--- src/inc/uifr_pkg.sv ---
// constants and types of the uart interrupt, flow and fifo register bank
package uifr_pkg;

  // -------------------------------------------------------------------
  // register indices on the register port
  // -------------------------------------------------------------------
  localparam int unsigned FIFO_DEPTH = 64;
  localparam logic [3:0] A_IER   = 4'h1;
  localparam logic [3:0] A_IIR   = 4'h2;  // read: id, write: fifo_control
  localparam logic [3:0] A_MCR   = 4'h4;
  localparam logic [3:0] A_TCR   = 4'h6;
  localparam logic [3:0] A_TLR   = 4'h7;
  localparam logic [3:0] A_TX_FIFO_SPACE_COUNT = 4'h8;
  localparam logic [3:0] A_DLL   = 4'hA;
  localparam logic [3:0] A_DLH   = 4'hB;
  localparam logic [3:0] A_EFR   = 4'hC;
  localparam logic [3:0] A_SECOND_STOP_CHAR = 4'hD;

  // -------------------------------------------------------------------
  // field positions, masks, reset values
  // -------------------------------------------------------------------
  localparam int EFR_CTS  = 7;
  localparam int EFR_RTS  = 6;
  localparam int EFR_SPC  = 5;
  localparam int EFR_ENH  = 4;
  localparam int MCR_TLEN = 2;
  localparam int MCR_RTS  = 1;
  localparam int FCR_EN   = 0;
  localparam int IER_RHR  = 0;
  localparam int IER_THR  = 1;
  localparam int IER_LSR  = 2;
  localparam int IER_MOD  = 3;
  localparam int IER_XOFF = 5;
  localparam int IER_RTSI = 6;
  localparam int IER_CTSI = 7;
  localparam logic [7:0] IER_PROT = 8'hF0;
  localparam logic [7:0] FCR_PROT = 8'h30;
  localparam logic [7:0] FCR_KEEP = 8'hF1;
  localparam logic [7:0] MCR_PROT = 8'hE4;
  localparam logic [7:0] RST_BYTE = 8'h00;
  localparam logic [15:0] RST_CNT = 16'h0000;
  localparam logic [15:0] ONE16   = 16'h0001;

  // -------------------------------------------------------------------
  // interrupt identification codes, bit 0 low means pending
  // -------------------------------------------------------------------
  localparam logic [5:0] ID_LSR   = 6'h06;
  localparam logic [5:0] ID_RXTO  = 6'h0C;
  localparam logic [5:0] ID_RHR   = 6'h04;
  localparam logic [5:0] ID_THR   = 6'h02;
  localparam logic [5:0] ID_MODEM = 6'h00;
  localparam logic [5:0] ID_XOFF  = 6'h10;
  localparam logic [5:0] ID_FLOW  = 6'h20;
  localparam logic [5:0] ID_NONE  = 6'h01;

  // -------------------------------------------------------------------
  // trigger levels chosen by fifo_control bits 7:6 and 5:4
  // -------------------------------------------------------------------
  localparam logic [6:0] FCR_RX_TRIG [4] = '{7'h08, 7'h10, 7'h38, 7'h3C};
  localparam logic [6:0] FCR_TX_TRIG [4] = '{7'h08, 7'h10, 7'h20, 7'h38};
  localparam logic [6:0] RX_TRIG_NOFIFO = 7'h01;

  typedef struct packed {
    logic       wr;
    logic       rd;
    logic [3:0] addr;
    logic [7:0] data;
  } uifr_req_t;

  typedef struct packed {
    logic lsr;
    logic rxto;
    logic receive_holding;
    logic transmit_holding;
    logic modem;
    logic xoff;
    logic flow;
  } uifr_src_t;

  typedef enum logic {
    RTS_GO   = 1'b0,
    RTS_HALT = 1'b1
  } uifr_rts_t;

endpackage : uifr_pkg

--- src/rtl/uifr_irq_prio.sv ---
// fixed priority encoder of enabled interrupt sources
`timescale 1ns/100ps
`default_nettype none
module uifr_irq_prio (
  input  wire uifr_pkg::uifr_src_t src_in,
  output logic [5:0]               iid_out,
  output logic                     pend_out
);
  import uifr_pkg::*;

  // -------------------------------------------------------------------
  // highest level wins, one code reported
  // -------------------------------------------------------------------
  always_comb begin
    pend_out = |src_in;
    if (src_in.lsr) begin
      iid_out = ID_LSR;
    end else if (src_in.rxto) begin
      iid_out = ID_RXTO;
    end else if (src_in.receive_holding) begin
      iid_out = ID_RHR;
    end else if (src_in.transmit_holding) begin
      iid_out = ID_THR;
    end else if (src_in.modem) begin
      iid_out = ID_MODEM;
    end else if (src_in.xoff) begin
      iid_out = ID_XOFF;
    end else if (src_in.flow) begin
      iid_out = ID_FLOW;
    end else begin
      iid_out = ID_NONE;
    end
  end

endmodule : uifr_irq_prio
`default_nettype wire

--- src/rtl/uifr_regs.sv ---
// uart interrupt id, flow control, divisor and fifo level registers
//
// Function
// read-only id register reports the one highest pending source
// id bits 7:6 mirror the fifo enable bit
// id bit 0 reads low while any interrupt is pending
// codes and levels for line error, timeout, receive data, transmit
// xoff or special char code 010000; cts/rts rise code 100000
// cts flow enable stops transmit while cts is high
// auto rts: high at halt level, low again at resume level
// special char match still stored, flags code 010000
// enhanced bit 4 write-enables protected enable, fifo, modem bits
// enhanced bits 3:0 select software flow control combination
// 16-bit divisor from two bytes divides the baud clock
// host writes divisor only before sleep mode is enabled
// flow thresholds hold 0 to 60 characters in steps of four
// flow thresholds writable only with enhanced bit and modem bit 2
// host keeps halt level above resume level; not checked
// trigger levels: receive in 7:4, transmit in 3:0, level/4
// trigger levels writable only with enhanced bit and modem bit 2
// zero trigger field falls back to fifo_control level, or to 1 (receive) and FIFO_DEPTH (transmit) with the fifo off
// host leaves fifo_control 7:6 at 00 when using trigger register
// transmit space register reads 0 to 64, bit 7 zero
// each source gated by an enable bit; timeout shares the receive data enable bit
// reported source stays until cleared, then next one shows
`timescale 1ns/100ps
`default_nettype none
module uifr_regs #(
  parameter int unsigned FIFO_DEPTH = uifr_pkg::FIFO_DEPTH
) (
  input  wire logic                clock_in,
  input  wire logic                arst_n_in,
  input  wire uifr_pkg::uifr_req_t reg_req_in,
  output logic [7:0]               rd_data_out,
  input  wire logic [6:0]          rx_fill_in,
  input  wire logic [6:0]          tx_space_in,
  input  wire logic                line_err_in,
  input  wire logic                rx_timeout_in,
  input  wire logic                rx_char_valid_in,
  input  wire logic [7:0]          rx_char_in,
  input  wire logic                xoff_rcvd_in,
  input  wire logic                tx_push_in,
  input  wire logic                msr_read_in,
  input  wire logic                cts_n_in,
  output logic                     rts_n_out,
  output logic                     tx_halt_out,
  output logic                     irq_n_out,
  output logic                     baud_tick_out,
  output logic [3:0]               sw_flow_sel_out
);
  import uifr_pkg::*;

  if (FIFO_DEPTH < 4 || FIFO_DEPTH > 64) begin : g_chk
    $error("FIFO_DEPTH must lie in 4..64");
  end

  // -------------------------------------------------------------------
  // helpers
  // -------------------------------------------------------------------
  function automatic logic hit(input uifr_req_t r, input logic [3:0] a);
    hit = (r.addr == a);
  endfunction : hit

  function automatic logic [6:0] lvl(input logic [3:0] nib);
    lvl = {1'b0, nib, 2'b00};
  endfunction : lvl

  function automatic logic [7:0] prot_wr(input logic [7:0] old,
                                         input logic [7:0] nw,
                                         input logic [7:0] mask,
                                         input logic       en);
    prot_wr = en ? nw : ((old & mask) | (nw & ~mask));
  endfunction : prot_wr

  // -------------------------------------------------------------------
  // reset release
  // -------------------------------------------------------------------
  logic rst_meta_ff;
  logic rst_n_ff;

  always_ff @(posedge clock_in or negedge arst_n_in) begin
    if (!arst_n_in) begin
      rst_meta_ff <= 1'b0;
      rst_n_ff    <= 1'b0;
    end else begin
      rst_meta_ff <= 1'b1;
      rst_n_ff    <= rst_meta_ff;
    end
  end

  // -------------------------------------------------------------------
  // declarations
  // -------------------------------------------------------------------
  logic [7:0]  ier_ff;
  logic [7:0]  fcr_ff;
  logic [7:0]  mcr_ff;
  logic [7:0]  efr_ff;
  logic [7:0]  tcr_ff;
  logic [7:0]  tlr_ff;
  logic [7:0]  dll_ff;
  logic [7:0]  dlh_ff;
  logic [7:0]  second_stop_char_ff;
  logic [15:0] baud_cnt_ff;
  logic        thr_cond_ff;
  logic        thr_ff;
  logic        xoff_ff;
  logic        cts_ff;
  logic        cts_up_ff;
  logic        rts_up_ff;
  logic        dcts_ff;
  uifr_rts_t   rts_st_ff;
  uifr_rts_t   nxt_rts_st;
  logic        nxt_rts_n;
  logic [7:0]  nxt_rd_data;
  logic [6:0]  rx_trig;
  logic [6:0]  tx_trig;
  logic [6:0]  halt_lvl;
  logic [6:0]  resume_lvl;
  logic [15:0] divisor;
  logic        wr_ev;
  logic        rd_ev;
  logic        iir_rd;
  logic        tbl_wr_ok;
  logic        div_wr;
  logic        thr_cond;
  logic        spc_hit;
  uifr_src_t   src_g;
  logic [5:0]  iid;
  logic        pend;

  assign wr_ev     = reg_req_in.wr;
  assign rd_ev     = reg_req_in.rd;
  assign iir_rd    = rd_ev && hit(reg_req_in, A_IIR);
  assign tbl_wr_ok = efr_ff[EFR_ENH] && mcr_ff[MCR_TLEN];
  assign div_wr    = wr_ev && (hit(reg_req_in, A_DLL) ||
                               hit(reg_req_in, A_DLH));
  assign divisor   = {dlh_ff, dll_ff};
  assign halt_lvl   = lvl(tcr_ff[3:0]);
  assign resume_lvl = lvl(tcr_ff[7:4]);

  // -------------------------------------------------------------------
  // register writes
  // -------------------------------------------------------------------
  always_ff @(posedge clock_in or negedge rst_n_ff) begin
    if (!rst_n_ff) begin
      ier_ff   <= RST_BYTE;
      fcr_ff   <= RST_BYTE;
      mcr_ff   <= RST_BYTE;
      efr_ff   <= RST_BYTE;
      dll_ff   <= RST_BYTE;
      dlh_ff   <= RST_BYTE;
      second_stop_char_ff <= RST_BYTE;
    end else if (wr_ev) begin
      if (hit(reg_req_in, A_IER)) begin
        ier_ff <= prot_wr(ier_ff, reg_req_in.data, IER_PROT,
                          efr_ff[EFR_ENH]);
      end
      if (hit(reg_req_in, A_IIR)) begin
        fcr_ff <= prot_wr(fcr_ff, reg_req_in.data, FCR_PROT,
                          efr_ff[EFR_ENH]) & FCR_KEEP;
      end
      if (hit(reg_req_in, A_MCR)) begin
        mcr_ff <= prot_wr(mcr_ff, reg_req_in.data, MCR_PROT,
                          efr_ff[EFR_ENH]);
      end
      if (hit(reg_req_in, A_EFR)) begin
        efr_ff <= reg_req_in.data;
      end
      if (hit(reg_req_in, A_DLL)) begin
        dll_ff <= reg_req_in.data;
      end
      if (hit(reg_req_in, A_DLH)) begin
        dlh_ff <= reg_req_in.data;
      end
      if (hit(reg_req_in, A_SECOND_STOP_CHAR)) begin
        second_stop_char_ff <= reg_req_in.data;
      end
    end
  end

  always_ff @(posedge clock_in or negedge rst_n_ff) begin
    if (!rst_n_ff) begin
      tcr_ff <= RST_BYTE;
      tlr_ff <= RST_BYTE;
    end else if (wr_ev && tbl_wr_ok) begin
      if (hit(reg_req_in, A_TCR)) begin
        tcr_ff <= reg_req_in.data;
      end
      if (hit(reg_req_in, A_TLR)) begin
        tlr_ff <= reg_req_in.data;
      end
    end
  end

  // -------------------------------------------------------------------
  // trigger levels
  // -------------------------------------------------------------------
  always_comb begin
    if (tlr_ff[7:4] != 4'h0) begin
      rx_trig = lvl(tlr_ff[7:4]);
    end else if (fcr_ff[FCR_EN]) begin
      rx_trig = FCR_RX_TRIG[fcr_ff[7:6]];
    end else begin
      rx_trig = RX_TRIG_NOFIFO;
    end
    if (tlr_ff[3:0] != 4'h0) begin
      tx_trig = lvl(tlr_ff[3:0]);
    end else if (fcr_ff[FCR_EN]) begin
      tx_trig = FCR_TX_TRIG[fcr_ff[5:4]];
    end else begin
      tx_trig = 7'(FIFO_DEPTH);
    end
  end

  // -------------------------------------------------------------------
  // sticky interrupt conditions, set wins over clear
  // -------------------------------------------------------------------
  assign thr_cond = (tx_space_in >= tx_trig);
  assign spc_hit  = rx_char_valid_in && efr_ff[EFR_SPC] &&
                    (rx_char_in == second_stop_char_ff);

  always_ff @(posedge clock_in or negedge rst_n_ff) begin
    if (!rst_n_ff) begin
      thr_cond_ff <= 1'b0;
      thr_ff      <= 1'b0;
    end else begin
      thr_cond_ff <= thr_cond;
      if (thr_cond && !thr_cond_ff) begin
        thr_ff <= 1'b1;
      end else if (tx_push_in || (iir_rd && iid == ID_THR)) begin
        thr_ff <= 1'b0;
      end
    end
  end

  always_ff @(posedge clock_in or negedge rst_n_ff) begin
    if (!rst_n_ff) begin
      xoff_ff <= 1'b0;
    end else if (xoff_rcvd_in || spc_hit) begin
      xoff_ff <= 1'b1;
    end else if (iir_rd && iid == ID_XOFF) begin
      xoff_ff <= 1'b0;
    end
  end

  always_ff @(posedge clock_in or negedge rst_n_ff) begin
    if (!rst_n_ff) begin
      cts_ff    <= 1'b0;
      cts_up_ff <= 1'b0;
      rts_up_ff <= 1'b0;
      dcts_ff   <= 1'b0;
    end else begin
      cts_ff <= cts_n_in;
      if (cts_n_in && !cts_ff) begin
        cts_up_ff <= 1'b1;
      end else if (iir_rd && iid == ID_FLOW) begin
        cts_up_ff <= 1'b0;
      end
      if (nxt_rts_n && !rts_n_out) begin
        rts_up_ff <= 1'b1;
      end else if (iir_rd && iid == ID_FLOW) begin
        rts_up_ff <= 1'b0;
      end
      if (cts_n_in != cts_ff) begin
        dcts_ff <= 1'b1;
      end else if (msr_read_in) begin
        dcts_ff <= 1'b0;
      end
    end
  end

  // -------------------------------------------------------------------
  // source gating and identification
  // -------------------------------------------------------------------
  always_comb begin
    src_g.lsr   = line_err_in && ier_ff[IER_LSR];
    src_g.rxto  = rx_timeout_in && ier_ff[IER_RHR];
    src_g.receive_holding   = (rx_fill_in >= rx_trig) && ier_ff[IER_RHR];
    src_g.transmit_holding   = thr_ff && ier_ff[IER_THR];
    src_g.modem = dcts_ff && ier_ff[IER_MOD];
    src_g.xoff  = xoff_ff && ier_ff[IER_XOFF];
    src_g.flow  = (cts_up_ff && ier_ff[IER_CTSI]) ||
                  (rts_up_ff && ier_ff[IER_RTSI]);
  end

  uifr_irq_prio u_prio (
    .src_in   (src_g),
    .iid_out  (iid),
    .pend_out (pend)
  );

  // -------------------------------------------------------------------
  // read data
  // -------------------------------------------------------------------
  always_comb begin
    nxt_rd_data = RST_BYTE;
    unique case (reg_req_in.addr)
      A_IER:   nxt_rd_data = ier_ff;
      A_IIR:   nxt_rd_data = {{2{fcr_ff[FCR_EN]}}, iid};
      A_MCR:   nxt_rd_data = mcr_ff;
      A_TCR:   nxt_rd_data = tcr_ff;
      A_TLR:   nxt_rd_data = tlr_ff;
      A_TX_FIFO_SPACE_COUNT: nxt_rd_data = {1'b0, tx_space_in};
      A_DLL:   nxt_rd_data = dll_ff;
      A_DLH:   nxt_rd_data = dlh_ff;
      A_EFR:   nxt_rd_data = efr_ff;
      A_SECOND_STOP_CHAR: nxt_rd_data = second_stop_char_ff;
      default: nxt_rd_data = RST_BYTE;
    endcase
  end

  always_ff @(posedge clock_in or negedge rst_n_ff) begin
    if (!rst_n_ff) begin
      rd_data_out <= RST_BYTE;
    end else if (rd_ev) begin
      rd_data_out <= nxt_rd_data;
    end
  end

  // -------------------------------------------------------------------
  // auto rts hysteresis and cts gate
  // -------------------------------------------------------------------
  always_comb begin
    nxt_rts_st = rts_st_ff;
    if (!efr_ff[EFR_RTS]) begin
      nxt_rts_st = RTS_GO;
    end else begin
      unique case (rts_st_ff)
        RTS_GO: begin
          if (rx_fill_in >= halt_lvl) begin
            nxt_rts_st = RTS_HALT;
          end
        end
        RTS_HALT: begin
          if (rx_fill_in <= resume_lvl) begin
            nxt_rts_st = RTS_GO;
          end
        end
      endcase
    end
    nxt_rts_n = efr_ff[EFR_RTS] ? (nxt_rts_st == RTS_HALT)
                                : !mcr_ff[MCR_RTS];
  end

  always_ff @(posedge clock_in or negedge rst_n_ff) begin
    if (!rst_n_ff) begin
      rts_st_ff       <= RTS_GO;
      rts_n_out       <= 1'b1;
      tx_halt_out     <= 1'b0;
      irq_n_out       <= 1'b1;
      sw_flow_sel_out <= 4'h0;
    end else begin
      rts_st_ff       <= nxt_rts_st;
      rts_n_out       <= nxt_rts_n;
      tx_halt_out     <= efr_ff[EFR_CTS] && cts_n_in;
      irq_n_out       <= !pend;
      sw_flow_sel_out <= efr_ff[3:0];
    end
  end

  // -------------------------------------------------------------------
  // baud divider
  // -------------------------------------------------------------------
  always_ff @(posedge clock_in or negedge rst_n_ff) begin
    if (!rst_n_ff) begin
      baud_cnt_ff   <= RST_CNT;
      baud_tick_out <= 1'b0;
    end else begin
      if (div_wr || baud_cnt_ff >= divisor - ONE16) begin
        baud_cnt_ff <= RST_CNT;
      end else begin
        baud_cnt_ff <= baud_cnt_ff + ONE16;
      end
      baud_tick_out <= !div_wr && (divisor != RST_CNT) &&
                       (baud_cnt_ff == divisor - ONE16);
    end
  end
endmodule : uifr_regs
`default_nettype wire

--- config.mk ---
export PLATFORM = sky130hd
export DESIGN_NAME = uifr_regs
export DESIGN_NICKNAME = d
export VERILOG_FILES = /design/src/inc/uifr_pkg.sv /design/src/rtl/uifr_irq_prio.sv /design/src/rtl/uifr_regs.sv
export SDC_FILE = /design/constraint.sdc
export NUM_CORES = 1
export LEC_CHECK = 0
export ABC_AREA = 1
export CORE_MARGIN = 10
export CORE_UTILIZATION = 65
export CTS_CLUSTER_DIAMETER = 60
export DETAILED_ROUTE_END_ITERATION = 8
export DONT_BUFFER_PORTS = 1
export PLACE_DENSITY = 0.91
export SETUP_SLACK_MARGIN = 0.2
export SLEW_MARGIN = 20
export SYNTH_ARGS = -nofsm -noshare
export SYNTH_HDL_FRONTEND = slang
export SYNTH_SLANG_ARGS = --single-unit
--- constraint.sdc ---
create_clock -name clock_in -period 6.33 [get_ports clock_in]
set_clock_uncertainty 0.1 [all_clocks]
set_input_delay 1.899 -clock clock_in [delete_from_list [all_inputs] [get_ports clock_in]]
set_output_delay 1.899 -clock clock_in [all_outputs]
set_load 0.01 [all_outputs]
Word-level counts from Yosys, hierarchy flattened

Cells that the tools add are included.

Register bits after elaboration: 111
Input port bits: 45
Output and inout port bits: 16

Add/sub/neg operators: 2
Order comparisons: 7
Eq/ne operators: 16
Mux-type cells: 36
Bitwise logic cells: 6
Reductions and logical operators: 52

Operators with widths:

| cell                  | count |
|---|---|
| $pmux 8 s10           | 1 |
| $mux 7                | 8 |
| $mux 6                | 7 |
| $bmux 7 s2            | 2 |
| $mux 8                | 3 |
| $logic_and 1x1->1     | 23 |
| $eq 4x4->1 const B    | 5 |
| $reduce_and 2->1      | 9 |
| $add 16x1->16 const B | 1 |
| $eq 16x16->1          | 1 |
| $ge 16x16->1          | 1 |
| $mux 16               | 1 |
| $reduce_bool 16->1    | 1 |
| $sub 16x1->16 const B | 1 |
| $ge 7x7->1            | 2 |
| $mux 1                | 13 |
| $eq 4x3->1 const B    | 3 |
| $reduce_bool 2->1     | 5 |
| $eq 8x8->1            | 1 |
| $or 6x8->8            | 1 |
| $or 8x4->8            | 1 |
| $or 8x5->8            | 1 |
| $reduce_bool 4->1     | 2 |
| $ge 7x6->1            | 1 |
| 14 further kinds      | 25 |

Longest topological paths before layout

Word-level depth: 16
Mapped depth: 18
Mapped depth without buffers: 18

Modules after synthesis

From an unflattened synthesis, not the netlist that was laid out.

Cell total of the unflattened synthesis: 881
Area, all modules: 6,527.5 um^2

By module, submodules not included:

| module        | instances | cells each | area each (um^2) | sequential area each (um^2) |
|---|---|---|---|---|
| uifr_regs     | 1         | 856        | 6,411.1          | 2,780.2 |
| uifr_irq_prio | 1         | 25         | 116.4            | 0.0 |

Worst setup path before layout

OpenSTA, ideal clock, no wires.

Path type: input to register
From: input port rx_fill_in[0]
To: register rd_data_out[2]
Library setup time: 116 ps
Arrival time: 2,920 ps
Data required time: 6,114 ps
Setup slack: 3,194 ps
Cell stages on the path: 14
Cells stage by stage: inv_1 ha_1 nor2_1 nand2_1 nand2_1 nand2_1 nand2_1 nand2_1 nand2_2 nand2_1 a21oi_1 nand2_1 nand2_1 nand2_1

Longest elaborated chain between the ends: 6

RTL lines:

| item                 | RTL line            | source |
|---|---|---|
| start, declared      | uifr_regs.sv:35     | `input wire logic [6:0] rx_fill_in,` |
| $ge 7x7->1           | uifr_regs.sv:278    | `src_g.receive_holding = (rx_fill_in >= rx_trig) && ier_ff[IER_RHR];` |
| $logic_and 1x1->1    | uifr_regs.sv:278    |  |
| $mux 6               | uifr_irq_prio.sv:20 | `end else if (src_in.receive_holding) begin` |
| $mux 6               | uifr_irq_prio.sv:18 | `end else if (src_in.rxto) begin` |
| $mux 6               | uifr_irq_prio.sv:16 | `if (src_in.lsr) begin` |
| $pmux 8 s10          | uifr_regs.sv:297    | `unique case (reg_req_in.addr)` |
| end signal, assigned | uifr_regs.sv:316    | `rd_data_out <= nxt_rd_data;` |
| end, declared        | uifr_regs.sv:34     | `output logic [7:0] rd_data_out,` |

No other way between the ends.
A chain may end at the register's enable or synchronous reset.

Final worst setup path

From: register dll_ff[0]
To: register baud_cnt_ff[3]

Longest elaborated chain between the ends: 4

RTL lines:

| item                   | RTL line         | source |
|---|---|---|
| start, declared        | uifr_regs.sv:100 | `logic [7:0] dll_ff;` |
| start signal, assigned | uifr_regs.sv:170 | `dll_ff <= reg_req_in.data;` |
| $sub 16x1->16          | uifr_regs.sv:369 | `if (div_wr \|\| baud_cnt_ff >= divisor - ONE16) begin` |
| $ge 16x16->1           | uifr_regs.sv:369 |  |
| $logic_or 1x1->1       | uifr_regs.sv:369 |  |
| $mux 16                | uifr_regs.sv:369 |  |
| end signal, assigned   | uifr_regs.sv:372 | `baud_cnt_ff <= baud_cnt_ff + ONE16;` |
| end, declared          | uifr_regs.sv:103 | `logic [15:0] baud_cnt_ff;` |

No other way between the ends.

==> impl_metrics.tcl <==
set metrics [dict create \
    postCtsHoldBufs 0 \
    slowest_stage "o21ai_2" \
    timing.fmax_ghz 0.2971 \
    via_per_inst 5.970 \
    die_x_um 118.1 \
    status "complete, no violations" \
    grt_pass1_vias 5308 \
    finalCriticalPeriod_ps 3366 \
    drt_iter0_markers 592 \
    core-area_mm2 0.009284 \
    wl_mm 17.63 \
    io_buffers 0 \
    setup_violations 0 \
    netlist.top_cell.by_area "dfrtp_1" \
    vdd_drop_max_mv 0.2009 \
    root_buffer "clkbuf_8" \
    drtPass1Iterations 5 \
    slew_viol_final 0 \
    htreeDepth 3 \
    hold_ws_ps 217.4 \
    synth_area_mm2 0.006251 \
    min_period_over_period_pct 53.18 \
    syn_to_final_growth_pct 5.304 \
    start_util_pct 67.33 \
    path_max_fanout 16 \
    rsz0062_at_grt "false" \
    gp_congestion 1.057 \
    hold_path.class "reg2async" \
    place_inst 906 \
    io_pins 61 \
    overflow 0 \
    r2r_slack_ps 2960 \
    power.density_mw_per_mm2 287.8 \
    layout-drive-gt1-share_pct 4.540 \
    vias 5504 \
    wl_met2_mm 8.350 \
    met3_length_mm 1.685 \
    worstPathCellList "inv_1, ha_1, nand2_1, nor3_2, nand2_1, nor2_1, nand3_1, xor2_1, inv_1, ha_1, nand2_1, nor2_1, nand2_1, o21ai_2, nor2_1" \
    cts_resized 0 \
    instances_no_fill 922 \
    finalSetupTns_ps 0 \
    path_class "reg2reg" \
    cts_setup_buffers 0 \
    cts-buffers-inserted 9 \
    yosys_register_bits 111 \
    final_antenna_net_count 0 \
    critPathMostFrequentCell "nand2_1" \
    clkTransAtPathRegs_ps 100 \
    ys_types 43 \
    dp_slack_ps 2960 \
    endpoint_kind "flip-flop" \
    cts_tree "done" \
    grt_pass1_wl_mm 28.26 \
    antenna_found_initial 0 \
    drc 0 \
    syn-instance-count 786 \
    grt_max_degree 68 \
    antennaDiodeCount 0 \
    arrival_ps 3510 \
    core.rowCount 35 \
    wire_per_inst_um 19.12 \
    hold_viol_final 0 \
    dpl.hpwl_mm 13.49 \
    synth_top_area_share_pct 43.63 \
    syn_area_per_cell_um2 7.953 \
    total_power_w 0.001894 \
    max_slew.worst_pin.slew_ps 831.7 \
    top_layer_used "met4" \
    cap_violations 0 \
    grt_usage_pct 25.25 \
    yosys_warnings 0 \
    yosysSeqAreaShare_pct 44.48 \
    insertion_delay_ps 390 \
    setup_slack_ps 2964 \
    slowest_delay_ps 590 \
    synthesis.nets 869 \
    p_leak_nw 3.186 \
    clockBufferDepth 2 \
    clock_sinks 111 \
    maxSlewHeadroom_pct 44.56 \
    cp-start-kind "flip-flop" \
    fp.dieArea_mm2 0.01394 \
    nNetsFinal 871 \
    critPathRequiredTime_ps 6480 \
    wl_met1_mm 7.180 \
    synth_area_leaders "dfrtp_1 (44%), nand2_1 (13%), ha_1 (7.6%)" \
    dieHeight_um 118.1 \
]
flip-flops by register name, indices dropped and copies added (netlist names), 4 cells and up:
register             flops
baud_cnt_ff             16
dlh_ff                   8
dll_ff                   8
efr_ff                   8
ier_ff                   8
mcr_ff                   8
rd_data_out              8
second_stop_char_ff      8
tcr_ff                   8
tlr_ff                   8
fcr_ff                   5
sw_flow_sel_out          4
where the power goes:
part / internal, W / total, W / switching (W) / leakage, nW
sequential: 0.000826 / 0.000956 / 0.000130 / 1.43
clock: 0.000215 / 0.000450 / 0.000235 / 0.109
combinational: 0.000184 / 0.000488 / 0.000304 / 1.65
synthesized netlist by cell type:
library cell  count
nand2_2           3
a21boi_0          1
a21oi_1          18
nor3_2            2
nand2_1         216
a31oi_1           2
a22o_1            1
dfrtp_1         109
and2_1            1
nor4_1            5
xor2_1           21
conb_1            1
nor2_1           73
o21a_1            3
o211ai_1          2
nand4_1          17
o22ai_1           2
buf_4             1
dfstp_2           2
buf_6             1
ha_1             38
buf_2             1
o2111ai_1         3
xnor2_1           8
or2_2             2
inv_1            91
o21bai_1          2
nand4_2           1
nand3_1          28
a221oi_1          6
nor3_1           12
o21ai_0          86
o21ai_2           1
clkinv_1          1
a211oi_1          4
a31o_2            1
inv_2             1
o221ai_1          1
nor2_2            2
nor2_4            4
nand3b_1          4
o311ai_0          1
clkbuf_1          7
critical path, delay by kind of cell (launching register included):
kind / cells / cell delay, ps
simple gates: 9 / 1250
xor+xnor: 1 / 150
buf+inv: 2 / 250
fa+ha+maj: 2 / 480
flops: 1 / 410
compound gates: 1 / 590
final timing paths:
kind                             start              to  depth (start not counted)
setup / recovery             dll_ff[0]  baud_cnt_ff[3]                         15
hold / removal                rst_n_ff       tlr_ff[0]                          0
setup reg to reg             dll_ff[0]  baud_cnt_ff[3]                         15
hold reg to reg               rst_n_ff       tlr_ff[0]                          0
max in group asynchronous     rst_n_ff  rd_data_out[7]                          1
min in group clock_in      rst_meta_ff        rst_n_ff                          0
area by class of cell:
cell class                      instances  area [µm²]
Clock inverter                          3       40.04
Sequential cell                       111        2784
Inverter                               93       349.1
Fill cell                             749        2701
Multi-Input combinational cell        572        3072
Clock buffer                           13       168.9
Timing Repair Buffer                    1       7.507
Tap cell                              129       161.4
through the flow:
stage	area, µm²	util [%]
6_report	6583	70.90
5_1_grt	6583	70.90
4_1_cts	6583	70.90
3_5_place_dp	6374	68.65
3_3_place_gp	6374	68.65
2_1_floorplan	6251	-
routing by layer:
layer	vias up	track usage, %
li1	2580	-
met1	2629	33.05
met2	260	39.88
met3	35	6.379
met4	0	8.192
met5	-	0
layout by cell type (no fill, tap or decap), drive strengths merged, types with 3 or more instances in the layout:
| cell | instances |
|---|---|
| a211oi | 4 |
| a21oi | 18 |
| a221oi | 6 |
| clkbuf | 13 |
| clkinv | 3 |
| dfrtp | 109 |
| ha | 38 |
| inv | 92 |
| nand2 | 219 |
| nand3 | 28 |
| nand3b | 4 |
| nand4 | 18 |
| nor2 | 79 |
| nor3 | 14 |
| nor4 | 5 |
| o2111ai | 3 |
| o21a | 3 |
| o21ai | 87 |
| xnor2 | 8 |
| xor2 | 21 |
logic make-up after synthesis:
group           after synthesis  share of synthesized area [%]
flops                       111                          44.48
fa+ha+maj                    38                          7.606
xor+xnor                     29                          4.063
buf+inv                     103                          6.385
other cells                   1                        0.05999
simple gates                370                          25.28
compound gates              134                          12.13
Note: power is estimated with default switching activity, not from simulation.
